<file path="src/clk_ctrl_consts.svh">
// constants of the clock source and pll control register block
// assumes byte addresses on a 12-bit apb address, 32-bit data
// How it works
// - writing one to a disable bit stops that peripheral clock; zero does nothing
// - peripheral status bits 2 to 31 show which peripheral clocks run
// - with oscillator enabled, stable flag rises only after start-up interval
// - start-up interval is the start-up count times eight slow clock cycles
// - bypass sets the stable flag at once, with no start-up wait
// - clearing enable and bypass together clears the stable flag
// - frequency field counts main clock cycles over 16 slow clock periods
// - measurement ready reads one only after oscillator enabled or bypassed and count valid
// - divider 0 gives no output, 1 bypasses, 2 to 255 divide
// - after each pll write, wait settle count slow cycles, then set lock
// - multiplier zero shuts pll down; otherwise output is input times value plus one
// - usb ratio 00 passes, 01 halves, 10 quarters, 11 reserved
// - master source 00 slow, 01 main, 11 pll, 10 reserved
// - master scaler code divides by two to the code, 111 reserved
// - each programmable output has its own source field, same coding
// - writing one to an enable bit starts that peripheral clock; zero does nothing
// - status bit 0 reads one once the main oscillator is stable
// - status bit 2 reads one once the pll is locked
// - each programmable output has its own three-bit scaler code
`ifndef CLK_CTRL_CONSTS_SVH
`define CLK_CTRL_CONSTS_SVH
`define OFF_PCER      12'h010
`define OFF_PCDR      12'h014
`define OFF_PCSR      12'h018
`define OFF_MOR       12'h020
`define OFF_MCFR      12'h024
`define OFF_PLLR      12'h02C
`define OFF_MCKR      12'h030
`define OFF_PCK_BASE  12'h040
`define OFF_SR        12'h068
`define WORD_BYTES    12'h004
`define PCK_NUM       3
`define PERIPH_MASK   32'hFFFFFFFC
`define MOR_EN_BIT    0
`define MOR_BYP_BIT   1
`define MOR_CNT_HI    15
`define MOR_CNT_LO    8
`define PLLR_MASK     32'h37FFFFFF
`define PLLR_RESET    32'h00003F00
`define PLL_DIV_HI    7
`define PLL_DIV_LO    0
`define PLL_CNT_HI    13
`define PLL_CNT_LO    8
`define PLL_OUT_HI    15
`define PLL_OUT_LO    14
`define PLL_MUL_HI    26
`define PLL_MUL_LO    16
`define PLL_USB_HI    29
`define PLL_USB_LO    28
`define CFG_HI        4
`define OSC_SHIFT     3
`define TMR_W         11
`define TMR_ZERO      11'h000
`define TMR_ONE       11'h001
`define MEAS_LAST     4'hF
`define WIN_ONE       4'h1
`define FREQ_MAX      16'hFFFF
`define FREQ_ONE      16'h0001
`endif

</file>
<file path="src/clk_ctrl_pkg.sv">
// types of the clock source and pll control register block
// assumes nothing of its surroundings
`default_nettype none
package clk_ctrl_pkg;
  // frequency measurement states, gray along idle, run, done
  typedef enum logic [1:0] {
    MEAS_IDLE = 2'h0,
    MEAS_RUN  = 2'h1,
    MEAS_DONE = 2'h3
  } meas_state_e;
endpackage
`default_nettype wire

</file>
<file path="src/tick_timer_if.sv">
// link between the control block and one slow clock interval timer
// assumes the user side drives start, tick and limit on pclk
`timescale 1ns/100ps
`default_nettype none
`include "clk_ctrl_consts.svh"
interface tick_timer_if;
  logic              start;
  logic              tick;
  logic [`TMR_W-1:0] limit;
  logic              done;
  modport user  (output start, output tick, output limit, input done);
  modport timer (input start, input tick, input limit, output done);
endinterface
`default_nettype wire

</file>
<file path="src/level_sync.sv">
// three-stage synchroniser with agreement filter and rising-edge pulse
// assumes async_in comes from outside the pclk domain
`timescale 1ns/100ps
`default_nettype none
module level_sync (
  input  wire logic pclk,
  input  wire logic presetn,
  input  wire logic async_in,
  output logic      rise
);
  logic s1_q;
  logic s2_q;
  logic s3_q;
  logic lvl_q;
  // chain, only s2 reads s1
  always_ff @(posedge pclk or negedge presetn) begin
    if (!presetn) begin
      s1_q <= 1'b0;
      s2_q <= 1'b0;
      s3_q <= 1'b0;
    end else begin
      s1_q <= async_in;
      s2_q <= s1_q;
      s3_q <= s2_q;
    end
  end
  // level changes once stages two and three agree
  always_ff @(posedge pclk or negedge presetn) begin
    if (!presetn) begin
      lvl_q <= 1'b0;
      rise  <= 1'b0;
    end else begin
      if (s2_q == s3_q) begin
        lvl_q <= s3_q;
      end
      rise <= (s2_q == s3_q) & s3_q & ~lvl_q;
    end
  end
endmodule
`default_nettype wire

</file>
<file path="src/slow_tick_timer.sv">
// counts a loaded number of slow ticks and then raises done
// assumes start is a one-cycle pulse and tick a one-cycle pulse
`timescale 1ns/100ps
`default_nettype none
`include "clk_ctrl_consts.svh"
module slow_tick_timer (
  input  wire logic  pclk,
  input  wire logic  presetn,
  tick_timer_if.timer tif
);
  logic [`TMR_W-1:0] cnt_q;
  logic              busy_q;
  logic              done_q;
  assign tif.done = done_q;
  // start restarts the count; a zero limit is done at once
  always_ff @(posedge pclk or negedge presetn) begin
    if (!presetn) begin
      cnt_q  <= `TMR_ZERO;
      busy_q <= 1'b0;
      done_q <= 1'b0;
    end else if (tif.start) begin
      cnt_q  <= tif.limit;
      busy_q <= (tif.limit != `TMR_ZERO);
      done_q <= (tif.limit == `TMR_ZERO);
    end else if (busy_q && tif.tick) begin
      cnt_q <= cnt_q - `TMR_ONE;
      if (cnt_q == `TMR_ONE) begin
        busy_q <= 1'b0;
        done_q <= 1'b1;
      end
    end
  end
endmodule
`default_nettype wire

</file>
<file path="src/clock_source_pll_control_regs.sv">
// clock generator control: peripheral gating, oscillator, frequency count, pll, master and output clocks
// assumes an apb master on pclk and slow and main clocks arriving as asynchronous pins
`timescale 1ns/100ps
`default_nettype none
`include "clk_ctrl_consts.svh"
module clock_source_pll_control_regs (
  input  wire logic        pclk,
  input  wire logic        presetn,
  input  wire logic        psel,
  input  wire logic        penable,
  input  wire logic        pwrite,
  input  wire logic [11:0] paddr,
  input  wire logic [31:0] pwdata,
  output logic      [31:0] prdata,
  output logic             pready,
  output logic             pslverr,
  input  wire logic        slow_clk_in,
  input  wire logic        main_clk_in,
  output logic      [31:0] periph_clk_run,
  output logic             main_osc_enable,
  output logic             xtal_bypass,
  output logic             main_osc_stable,
  output logic             pll_run,
  output logic      [7:0]  pll_in_div,
  output logic      [10:0] pll_feedback_factor,
  output logic      [1:0]  pll_range,
  output logic      [1:0]  usb_clock_ratio,
  output logic      [1:0]  mck_source,
  output logic      [2:0]  mck_clock_scaler_code,
  output logic      [14:0] prog_clk_cfg
);
  logic                    acc;
  logic                    wr_en;
  logic                    hit;
  logic [31:0]             rd_data;
  wire  [`PCK_NUM-1:0]     hit_pck;
  wire  [5*`PCK_NUM-1:0]   pck_cfg_w;
  logic [7:0]              osc_cnt_q;
  logic [31:0]             pll_q;
  logic [4:0]              mckr_q;
  logic [4:0]              pck_q [`PCK_NUM];
  logic                    lock_q;
  logic                    valid_q;
  logic [15:0]             freq_q;
  logic [15:0]             mcount_q;
  logic [3:0]              win_q;
  logic                    slow_tick;
  logic                    main_rise;
  logic                    wr_mor;
  logic                    wr_pll;
  clk_ctrl_pkg::meas_state_e meas_q;

  tick_timer_if osc_tif ();
  tick_timer_if pll_tif ();

  // pin inputs through three-stage synchronisers
  level_sync u_slow_sync (
    .pclk     (pclk),
    .presetn  (presetn),
    .async_in (slow_clk_in),
    .rise     (slow_tick)
  );
  level_sync u_main_sync (
    .pclk     (pclk),
    .presetn  (presetn),
    .async_in (main_clk_in),
    .rise     (main_rise)
  );

  // apb phases: answer one cycle into the access phase
  assign acc    = psel & penable & ~pready;
  assign wr_en  = psel & penable & pready & pwrite;
  assign wr_mor = wr_en & (paddr == `OFF_MOR);
  assign wr_pll = wr_en & (paddr == `OFF_PLLR);

  // interval timers for oscillator start-up and pll settle
  assign osc_tif.start = wr_mor & pwdata[`MOR_EN_BIT] & ~main_osc_enable;
  assign osc_tif.tick  = slow_tick;
  assign osc_tif.limit = {pwdata[`MOR_CNT_HI:`MOR_CNT_LO], `OSC_SHIFT'(0)};
  assign pll_tif.start = wr_pll;
  assign pll_tif.tick  = slow_tick;
  assign pll_tif.limit = `TMR_W'(pwdata[`PLL_CNT_HI:`PLL_CNT_LO]);
  slow_tick_timer u_osc_tmr (
    .pclk    (pclk),
    .presetn (presetn),
    .tif     (osc_tif.timer)
  );
  slow_tick_timer u_pll_tmr (
    .pclk    (pclk),
    .presetn (presetn),
    .tif     (pll_tif.timer)
  );

  // read decode; write-only enable and disable words read zero
  always_comb begin
    rd_data = 32'h0;
    hit     = 1'b1;
    case (paddr)
      `OFF_PCER, `OFF_PCDR: begin
        rd_data = 32'h0;
      end
      `OFF_PCSR: begin
        rd_data = periph_clk_run;
      end
      `OFF_MOR: begin
        rd_data = {16'h0, osc_cnt_q, 6'h0, xtal_bypass, main_osc_enable};
      end
      `OFF_MCFR: begin
        rd_data = {15'h0, valid_q, freq_q};
      end
      `OFF_PLLR: begin
        rd_data = pll_q;
      end
      `OFF_MCKR: begin
        rd_data = {27'h0, mckr_q};
      end
      `OFF_SR: begin
        rd_data = {28'h0, 1'b1, lock_q, 1'b0, main_osc_stable};
      end
      default: begin
        hit = |hit_pck;
        for (int k = 0; k < `PCK_NUM; k++) begin
          if (hit_pck[k]) begin
            rd_data = {27'h0, pck_q[k]};
          end
        end
      end
    endcase
  end

  // bus answer registers
  always_ff @(posedge pclk or negedge presetn) begin
    if (!presetn) begin
      pready  <= 1'b0;
      pslverr <= 1'b0;
      prdata  <= 32'h0;
    end else begin
      pready  <= acc;
      pslverr <= acc & ~hit;
      if (acc) begin
        prdata <= rd_data;
      end
    end
  end

  // peripheral clock gating, bits 1:0 never change
  always_ff @(posedge pclk or negedge presetn) begin
    if (!presetn) begin
      periph_clk_run <= 32'h0;
    end else if (wr_en && paddr == `OFF_PCER) begin
      periph_clk_run <= periph_clk_run | (pwdata & `PERIPH_MASK);
    end else if (wr_en && paddr == `OFF_PCDR) begin
      periph_clk_run <= periph_clk_run & ~(pwdata & `PERIPH_MASK);
    end
  end

  // oscillator control word
  always_ff @(posedge pclk or negedge presetn) begin
    if (!presetn) begin
      main_osc_enable <= 1'b0;
      xtal_bypass     <= 1'b0;
      osc_cnt_q       <= 8'h0;
    end else if (wr_mor) begin
      main_osc_enable <= pwdata[`MOR_EN_BIT];
      xtal_bypass     <= pwdata[`MOR_BYP_BIT];
      osc_cnt_q       <= pwdata[`MOR_CNT_HI:`MOR_CNT_LO];
    end
  end

  // stable flag: bypass at once, enable after the timer, neither clears
  always_ff @(posedge pclk or negedge presetn) begin
    if (!presetn) begin
      main_osc_stable <= 1'b0;
    end else begin
      main_osc_stable <= xtal_bypass | (main_osc_enable & osc_tif.done & ~osc_tif.start);
    end
  end

  // frequency measurement over sixteen slow periods, one shot per enable
  always_ff @(posedge pclk or negedge presetn) begin
    if (!presetn) begin
      meas_q   <= clk_ctrl_pkg::MEAS_IDLE;
      win_q    <= 4'h0;
      mcount_q <= 16'h0;
      freq_q   <= 16'h0;
      valid_q  <= 1'b0;
    end else if (!main_osc_enable && !xtal_bypass) begin
      meas_q  <= clk_ctrl_pkg::MEAS_IDLE;
      valid_q <= 1'b0;
    end else begin
      case (meas_q)
        clk_ctrl_pkg::MEAS_IDLE: begin
          if (main_osc_stable && slow_tick) begin
            meas_q   <= clk_ctrl_pkg::MEAS_RUN;
            win_q    <= 4'h0;
            mcount_q <= 16'h0;
          end
        end
        clk_ctrl_pkg::MEAS_RUN: begin
          if (main_rise && mcount_q != `FREQ_MAX) begin
            mcount_q <= mcount_q + `FREQ_ONE;
          end
          if (slow_tick) begin
            win_q <= win_q + `WIN_ONE;
            if (win_q == `MEAS_LAST) begin
              meas_q  <= clk_ctrl_pkg::MEAS_DONE;
              freq_q  <= mcount_q;
              valid_q <= 1'b1;
            end
          end
        end
        clk_ctrl_pkg::MEAS_DONE: begin
          meas_q <= clk_ctrl_pkg::MEAS_DONE;
        end
        default: begin
          meas_q <= clk_ctrl_pkg::MEAS_IDLE;
        end
      endcase
    end
  end

  // pll word and lock flag, lock drops on every write
  always_ff @(posedge pclk or negedge presetn) begin
    if (!presetn) begin
      pll_q  <= `PLLR_RESET;
      lock_q <= 1'b0;
    end else begin
      if (wr_pll) begin
        pll_q <= pwdata & `PLLR_MASK;
      end
      lock_q <= pll_tif.done & ~wr_pll;
    end
  end

  // pll field outputs; run only with nonzero divider and multiplier
  always_ff @(posedge pclk or negedge presetn) begin
    if (!presetn) begin
      pll_run             <= 1'b0;
      pll_in_div          <= 8'h0;
      pll_feedback_factor <= 11'h0;
      pll_range           <= 2'h0;
      usb_clock_ratio     <= 2'h0;
    end else begin
      pll_run             <= (pll_q[`PLL_DIV_HI:`PLL_DIV_LO] != 8'h0) &
                             (pll_q[`PLL_MUL_HI:`PLL_MUL_LO] != 11'h0);
      pll_in_div          <= pll_q[`PLL_DIV_HI:`PLL_DIV_LO];
      pll_feedback_factor <= pll_q[`PLL_MUL_HI:`PLL_MUL_LO];
      pll_range           <= pll_q[`PLL_OUT_HI:`PLL_OUT_LO];
      usb_clock_ratio     <= pll_q[`PLL_USB_HI:`PLL_USB_LO];
    end
  end

  // master clock selection and scaler
  always_ff @(posedge pclk or negedge presetn) begin
    if (!presetn) begin
      mckr_q <= 5'h0;
    end else if (wr_en && paddr == `OFF_MCKR) begin
      mckr_q <= pwdata[`CFG_HI:0];
    end
  end
  assign mck_source            = mckr_q[1:0];
  assign mck_clock_scaler_code = mckr_q[4:2];

  // programmable output words, one per output
  for (genvar k = 0; k < `PCK_NUM; k++) begin : g_pck
    assign hit_pck[k] = (paddr == (`OFF_PCK_BASE + 12'(k) * `WORD_BYTES));
    always_ff @(posedge pclk or negedge presetn) begin
      if (!presetn) begin
        pck_q[k] <= 5'h0;
      end else if (wr_en && hit_pck[k]) begin
        pck_q[k] <= pwdata[`CFG_HI:0];
      end
    end
    assign pck_cfg_w[k*5 +: 5] = pck_q[k];
  end
  // one driver for the whole output word, each slice straight from its flop
  assign prog_clk_cfg = pck_cfg_w;

  // helper: slow ticks seen since oscillator start, frozen at done
  logic [`TMR_W-1:0] osc_ticks_q;
  always_ff @(posedge pclk or negedge presetn) begin
    if (!presetn) begin
      osc_ticks_q <= `TMR_ZERO;
    end else if (osc_tif.start) begin
      osc_ticks_q <= `TMR_ZERO;
    end else if (slow_tick && !osc_tif.done) begin
      osc_ticks_q <= osc_ticks_q + `TMR_ONE;
    end
  end

  property p_disable_bits;
    @(posedge pclk) disable iff (!presetn)
      (wr_en && paddr == `OFF_PCDR) |=> ((periph_clk_run & $past(pwdata) & `PERIPH_MASK) == 32'h0);
  endproperty
  a_disable_bits: assert property (p_disable_bits) else $error("disable write left a clock running");

  property p_enable_bits;
    @(posedge pclk) disable iff (!presetn)
      (wr_en && paddr == `OFF_PCER) |=>
        ((periph_clk_run & $past(pwdata) & `PERIPH_MASK) == ($past(pwdata) & `PERIPH_MASK))
        && (periph_clk_run[1:0] == 2'h0);
  endproperty
  a_enable_bits: assert property (p_enable_bits) else $error("enable write did not start clocks");

  property p_status_read;
    @(posedge pclk) disable iff (!presetn)
      (acc && paddr == `OFF_PCSR) |=> (prdata == $past(periph_clk_run)) && pready;
  endproperty
  a_status_read: assert property (p_status_read) else $error("peripheral status read wrong");

  property p_osc_interval;
    @(posedge pclk) disable iff (!presetn)
      ($rose(main_osc_stable) && !xtal_bypass) |-> (osc_ticks_q == {osc_cnt_q, 3'h0});
  endproperty
  a_osc_interval: assert property (p_osc_interval) else $error("oscillator stable before start-up time");

  property p_bypass_stable;
    @(posedge pclk) disable iff (!presetn)
      xtal_bypass |=> main_osc_stable;
  endproperty
  a_bypass_stable: assert property (p_bypass_stable) else $error("bypass did not set stable");

  property p_off_clears;
    @(posedge pclk) disable iff (!presetn)
      (!main_osc_enable && !xtal_bypass) |=> !main_osc_stable;
  endproperty
  a_off_clears: assert property (p_off_clears) else $error("stable flag stayed with oscillator off");

  property p_freq_window;
    @(posedge pclk) disable iff (!presetn)
      (meas_q == clk_ctrl_pkg::MEAS_RUN && slow_tick && win_q == `MEAS_LAST && (main_osc_enable || xtal_bypass))
        |=> valid_q && (freq_q == $past(mcount_q));
  endproperty
  a_freq_window: assert property (p_freq_window) else $error("frequency count not latched at window end");

  property p_valid_needs_osc;
    @(posedge pclk) disable iff (!presetn)
      valid_q |-> ($past(main_osc_enable) || $past(xtal_bypass)) && meas_q == clk_ctrl_pkg::MEAS_DONE;
  endproperty
  a_valid_needs_osc: assert property (p_valid_needs_osc) else $error("ready bit set without oscillator");

  property p_lock_after_write;
    @(posedge pclk) disable iff (!presetn)
      wr_pll |=> !lock_q ##1 (!lock_q || pll_q[`PLL_CNT_HI:`PLL_CNT_LO] == 6'h0);
  endproperty
  a_lock_after_write: assert property (p_lock_after_write) else $error("lock not held off after pll write");

  property p_pll_off;
    @(posedge pclk) disable iff (!presetn)
      (pll_q[`PLL_DIV_HI:`PLL_DIV_LO] == 8'h0 || pll_q[`PLL_MUL_HI:`PLL_MUL_LO] == 11'h0) |=> !pll_run;
  endproperty
  a_pll_off: assert property (p_pll_off) else $error("pll running with zero divider or multiplier");

  property p_mck_write;
    @(posedge pclk) disable iff (!presetn)
      (wr_en && paddr == `OFF_MCKR) |=> (mck_source == $past(pwdata[1:0])) && (mck_clock_scaler_code == $past(pwdata[4:2]));
  endproperty
  a_mck_write: assert property (p_mck_write) else $error("master clock fields not updated");

  c_bypass: cover property (@(posedge pclk) disable iff (!presetn) $rose(xtal_bypass) ##1 main_osc_stable);
  c_osc_start: cover property (@(posedge pclk) disable iff (!presetn) $rose(main_osc_stable) && !xtal_bypass);
  c_lock: cover property (@(posedge pclk) disable iff (!presetn) $rose(lock_q));
  c_freq: cover property (@(posedge pclk) disable iff (!presetn) $rose(valid_q));
endmodule
`default_nettype wire

</file>
<file path="config.mk">
export PLATFORM = sky130hd
export DESIGN_NAME = clock_source_pll_control_regs
export DESIGN_NICKNAME = d
export VERILOG_FILES = /design/src/clk_ctrl_pkg.sv /design/src/tick_timer_if.sv /design/src/level_sync.sv /design/src/slow_tick_timer.sv /design/src/clock_source_pll_control_regs.sv
export VERILOG_INCLUDE_DIRS = /design/src
export SDC_FILE = /design/constraint.sdc
export NUM_CORES = 1
export LEC_CHECK = 0
export ABC_CLOCK_PERIOD_IN_PS = 8200
export BUFFER_PORTS_ARGS = -buffer_cell sky130_fd_sc_hd__buf_2
export CORE_MARGIN = 1.5
export CORE_UTILIZATION = 45
export CTS_CLUSTER_SIZE = 12
export DETAILED_ROUTE_END_ITERATION = 8
export MAX_ROUTING_LAYER = met4
export PLACE_DENSITY = 0.66
export SLEW_MARGIN = 20
export SYNTH_ARGS = -nofsm -noshare
export SYNTH_HDL_FRONTEND = slang
export SYNTH_HIERARCHICAL = 1
export SYNTH_SLANG_ARGS = --single-unit
export TNS_END_PERCENT = 1
</file>
<file path="constraint.sdc">
create_clock -name pclk -period 8.2 [get_ports pclk]
set_clock_uncertainty 0.1 [all_clocks]
set_input_delay 2.46 -clock pclk [delete_from_list [all_inputs] [get_ports pclk]]
set_output_delay 2.46 -clock pclk [all_outputs]
set_load 0.005 [all_outputs]
</file>
==> impl_metrics.xml <==
<?xml version="1.0" encoding="UTF-8"?>
<metrics>
  <group name="critical_path">
    <metric name="worst-path-buf-inv" unit="">2</metric>
    <metric name="timing.critical_path.arrival" unit="ns">5.39</metric>
    <metric name="critical_path.startpoint_type" unit="">input port</metric>
    <metric name="timing.rr.end" unit="">u_osc_tmr/cnt_q[10]</metric>
    <metric name="worst_path_dominant_cell_family" unit="">simple AND/OR/NAND/NOR gates</metric>
    <metric name="end_kind" unit="">flop</metric>
    <metric name="critical_path_peak_fanout" unit="">18</metric>
    <metric name="timing.critical_path.depth" unit="">9</metric>
    <metric name="timing.critical_path.from" unit="">paddr[1]</metric>
    <metric name="startpoint_of_the_worst_slack_reg_to_reg_timing_path" unit="">pready</metric>
    <metric name="crit_slowest_cell" unit="">and3b_1</metric>
    <metric name="reg2reg_depth" unit="">8</metric>
    <metric name="worstPathCellList" unit="">buf_2 &gt; or4_4 &gt; or2_0 &gt; nor3_1 &gt; buf_4 &gt; and3b_1 &gt; nor2b_1 &gt; a221o_2 &gt; a211o_1</metric>
    <metric name="max_stage_delay" unit="ns">0.56</metric>
    <metric name="critical_path_required" unit="ns">8.51</metric>
    <metric name="worst-r2r-setup-slack" unit="ns">4.81</metric>
    <metric name="critPathKind" unit="">in2reg</metric>
  </group>
  <group name="pwr">
    <metric name="power_frac_clock" unit="">0.466</metric>
    <metric name="internal_power" unit="mW">1.81</metric>
    <metric name="p_comb_frac" unit="">0.050</metric>
    <metric name="pwr_per_cell_area" unit="mW/mm^2">192</metric>
    <metric name="peakVddDrop" unit="uV">92.9</metric>
    <metric name="pwr-share-seq" unit="">0.484</metric>
    <metric name="lkg_pwr" unit="nW">5.95</metric>
    <metric name="p_sw_frac" unit="">0.227</metric>
    <metric name="netSwitchingPower" unit="uW">533</metric>
    <metric name="report.power.total" unit="mW">2.34</metric>
  </group>
  <group name="layout">
    <metric name="post_route_cells_drive_above_1_share" unit="">0.336</metric>
    <metric name="number_of_filler_instances_in_the_final_layout" unit="">1921</metric>
    <metric name="multiInputGateArea" unit="sq mm">0.00450</metric>
    <metric name="num-nets-final" unit="">1112</metric>
    <metric name="flow.area_growth_from_synthesis" unit="%">18.0</metric>
    <metric name="seq_cell_area" unit="sq mm">0.00561</metric>
    <metric name="antenna_cells" unit="">0</metric>
  </group>
  <group name="placed_design">
    <metric name="io_buffers" unit="">161</metric>
    <metric name="final_weighted_congestion_of_routability_driven_global_placement" unit="">0.904</metric>
    <metric name="dp_hpwl" unit="um">17900</metric>
  </group>
  <group name="cts">
    <metric name="clkLatencyLatePin" unit="ns">0.52</metric>
    <metric name="cts_resized" unit="">0</metric>
    <metric name="cts_tree" unit="">built</metric>
    <metric name="cts_buffer_depth" unit="">3</metric>
    <metric name="clock_tree.htree_level_count" unit="">1</metric>
    <metric name="cts_buffers" unit="">25</metric>
    <metric name="cts.reportedPaths.clkPinSlew" unit="ns">0.06</metric>
    <metric name="post_cts_setup_repair_buffer_count" unit="">0</metric>
    <metric name="clock-sinks" unit="">224</metric>
    <metric name="cts_hold_repair.buffers" unit="">0</metric>
    <metric name="clock_root_buffer" unit="">clkbuf_16</metric>
  </group>
  <group name="worst_hold_path">
    <metric name="timing.hold.worst_endpoint" unit="">u_main_sync/s2_q</metric>
    <metric name="min-delay-start" unit="">u_main_sync/s1_q</metric>
    <metric name="hold_class" unit="">reg2reg</metric>
    <metric name="timing.hold.worst_path_depth" unit="">0</metric>
  </group>
  <group name="floorplan">
    <metric name="dieWidth" unit="um">155</metric>
    <metric name="placeableCoreArea" unit="sq mm">0.0226</metric>
    <metric name="pin_count" unit="">164</metric>
    <metric name="die_height" unit="um">155</metric>
    <metric name="fp.dieArea" unit="sq mm">0.0240</metric>
    <metric name="fp-row-count" unit="">55</metric>
    <metric name="initial_utilization" unit="">0.458</metric>
  </group>
  <group name="job">
    <metric name="max_capacitance_violation_total" unit="">0</metric>
  </group>
  <group name="timing">
    <metric name="timing_worst_slew_pin_value" unit="ns">1.08</metric>
    <metric name="min_clock_period_post_route" unit="ns">5.08</metric>
    <metric name="slew_headroom" unit="">0.274</metric>
    <metric name="final.period_utilization" unit="">0.619</metric>
    <metric name="timing.final.setup_violations" unit="">0</metric>
    <metric name="grt_setup_unrepaired" unit="">no</metric>
    <metric name="report.final.hold_viol_count" unit="">0</metric>
    <metric name="max_freq" unit="MHz">197</metric>
    <metric name="finalSetupTns" unit="ns">0</metric>
    <metric name="slew_violations" unit="">0</metric>
  </group>
  <group name="status">
    <metric name="run_status" unit="">completed</metric>
  </group>
  <group name="synthesis">
    <metric name="syn-instance-count" unit="">888</metric>
    <metric name="synth-async-reset-ratio" unit="">1.00</metric>
    <metric name="share_of_yosys_cell_area_claimed_by_the_top_area_cell_type" unit="">0.526</metric>
    <metric name="synth_enable_flop_cells" unit="">0</metric>
    <metric name="synth_seq_area_share" unit="">0.541</metric>
    <metric name="ys_warn_count" unit="">6</metric>
    <metric name="synth-seq-cells" unit="">224</metric>
    <metric name="count_of_unique_library_cells_instantiated_by_yosys" unit="">81</metric>
    <metric name="avgSynthCellArea" unit="sq um">11.7</metric>
    <metric name="yosys_most_used_dff" unit="">dfrtp_1</metric>
    <metric name="synth_largest_area_cell" unit="">dfrtp_1</metric>
    <metric name="mappedNetlistArea" unit="sq mm">0.0104</metric>
    <metric name="post_synth_main_area_contributors" unit="">dfrtp_1 53%, mux2_2 9.0%, mux2_4 4.6%, nand2_1 3.2%, nor2_1 2.5%</metric>
  </group>
  <group name="routing">
    <metric name="ant_nets" unit="">0</metric>
    <metric name="drt-initial-drc-count" unit="">690</metric>
    <metric name="drt-vias-per-instance" unit="">5.71</metric>
    <metric name="wl_per_cell" unit="um">19.4</metric>
    <metric name="drtPass1Iterations" unit="">5</metric>
    <metric name="drcViolationCount" unit="">0</metric>
    <metric name="routed_wl" unit="um">26200</metric>
    <metric name="vias" unit="">7747</metric>
  </group>
  <group name="global_route">
    <metric name="grt_start_max_net_pins" unit="">98</metric>
    <metric name="number_of_global_route_vias_before_repair" unit="">7450</metric>
    <metric name="antenna_found_initial" unit="">0</metric>
    <metric name="overflow" unit="">0</metric>
    <metric name="grt_first_pass_wirelength" unit="um">41600</metric>
    <metric name="track_usage" unit="">0.225</metric>
  </group>
</metrics>
## per-stage QoR
stage	instances	setup WS, ns	instance area [sq um]	utilization	hold WS, ns
2_1_floorplan	905	3.12	10400	-	0.231
3_3_place_gp	1311	2.67	11400	0.505	0.235
3_5_place_dp	1311	2.60	11400	0.505	0.236
4_1_cts	1356	3.13	12200	0.540	0.248
5_1_grt	1356	2.86	12200	0.541	0.257
6_report	1356	3.12	12200	0.541	0.250
## routing by layer
| metal | wire length [um] | vias to the layer above | GRT usage |
|---|---|---|---|
| met5 | 0 | - | - |
| met4 | 421 | 0 | 0.0476 |
| met3 | 1500 | 41 | 0.0342 |
| met2 | 12500 | 246 | 0.351 |
| met1 | 11900 | 3907 | 0.312 |
| li1 | - | 3553 | - |
## synthesized netlist by cell type, drive strengths merged (14+ instances only)
cell type and n:
nand3 28, inv 14, dfrtp 218, nor2 69
mux2 119, clkbuf 27, o21ai 36, nor4 24
a221oi 22, nor3 21, a21oi 17, nand2 89
buf 24
## cell usage in the layout, fill, tap and decap left out, types with 16 or more instances in the layout
cell type / Yosys / routed
dfrtp_1: 218 / 218
a221oi_1: 22 / 22
nand2_1: 88 / 88
nand3_1: 28 / 28
buf_2: 14 / 160
o21ai_0: 33 / 33
clkbuf_16: 0 / 25
nor3_1: 19 / 16
nor4_1: 19 / 18
conb_1: 1 / 18
mux2_2: 83 / 83
mux2_4: 32 / 32
nor2_1: 69 / 68
a21oi_1: 17 / 17
## power groups by stage
stage / registers (mW) / clock network [mW] / logic (mW)
final: 1.14 / 1.09 / 0.118
after global routing: 1.14 / 1.16 / 0.131
after floorplan: 1.16 / 0 / 0.0442
after global placement: 1.15 / 0 / 0.117
after CTS: 1.14 / 1.11 / 0.119
after detailed placement: 1.16 / 0 / 0.119
## worst max path at each step
stage | end | slack, ns
floorplan | u_osc_tmr/cnt_q[10] | 3.12
global placement | u_osc_tmr/cnt_q[10] | 2.67
detailed placement | u_osc_tmr/cnt_q[10] | 2.60
CTS | u_osc_tmr/cnt_q[10] | 3.13
global route | u_osc_tmr/cnt_q[6] | 2.86
finish | u_osc_tmr/cnt_q[10] | 3.12
## kinds of logic after synthesis
family	after synthesis	synth area share
simple gates	313	0.163
flops	224	0.541
buf+inv	67	0.0347
xor+xnor	14	0.0118
other cells	1	0.000361
mux	127	0.148
compound gates	134	0.0906
fa+ha+maj	8	0.00965
## layout make-up
type,count,area share
inverter,15,0.00460
tap,285,0.0291
timing repair buffer,173,0.0740
multi-input combinational,614,0.368
clock inverter,7,0.00552
clock buffer,38,0.0600
sequential,224,0.459
Note: power is estimated with default switching activity, not from simulation.
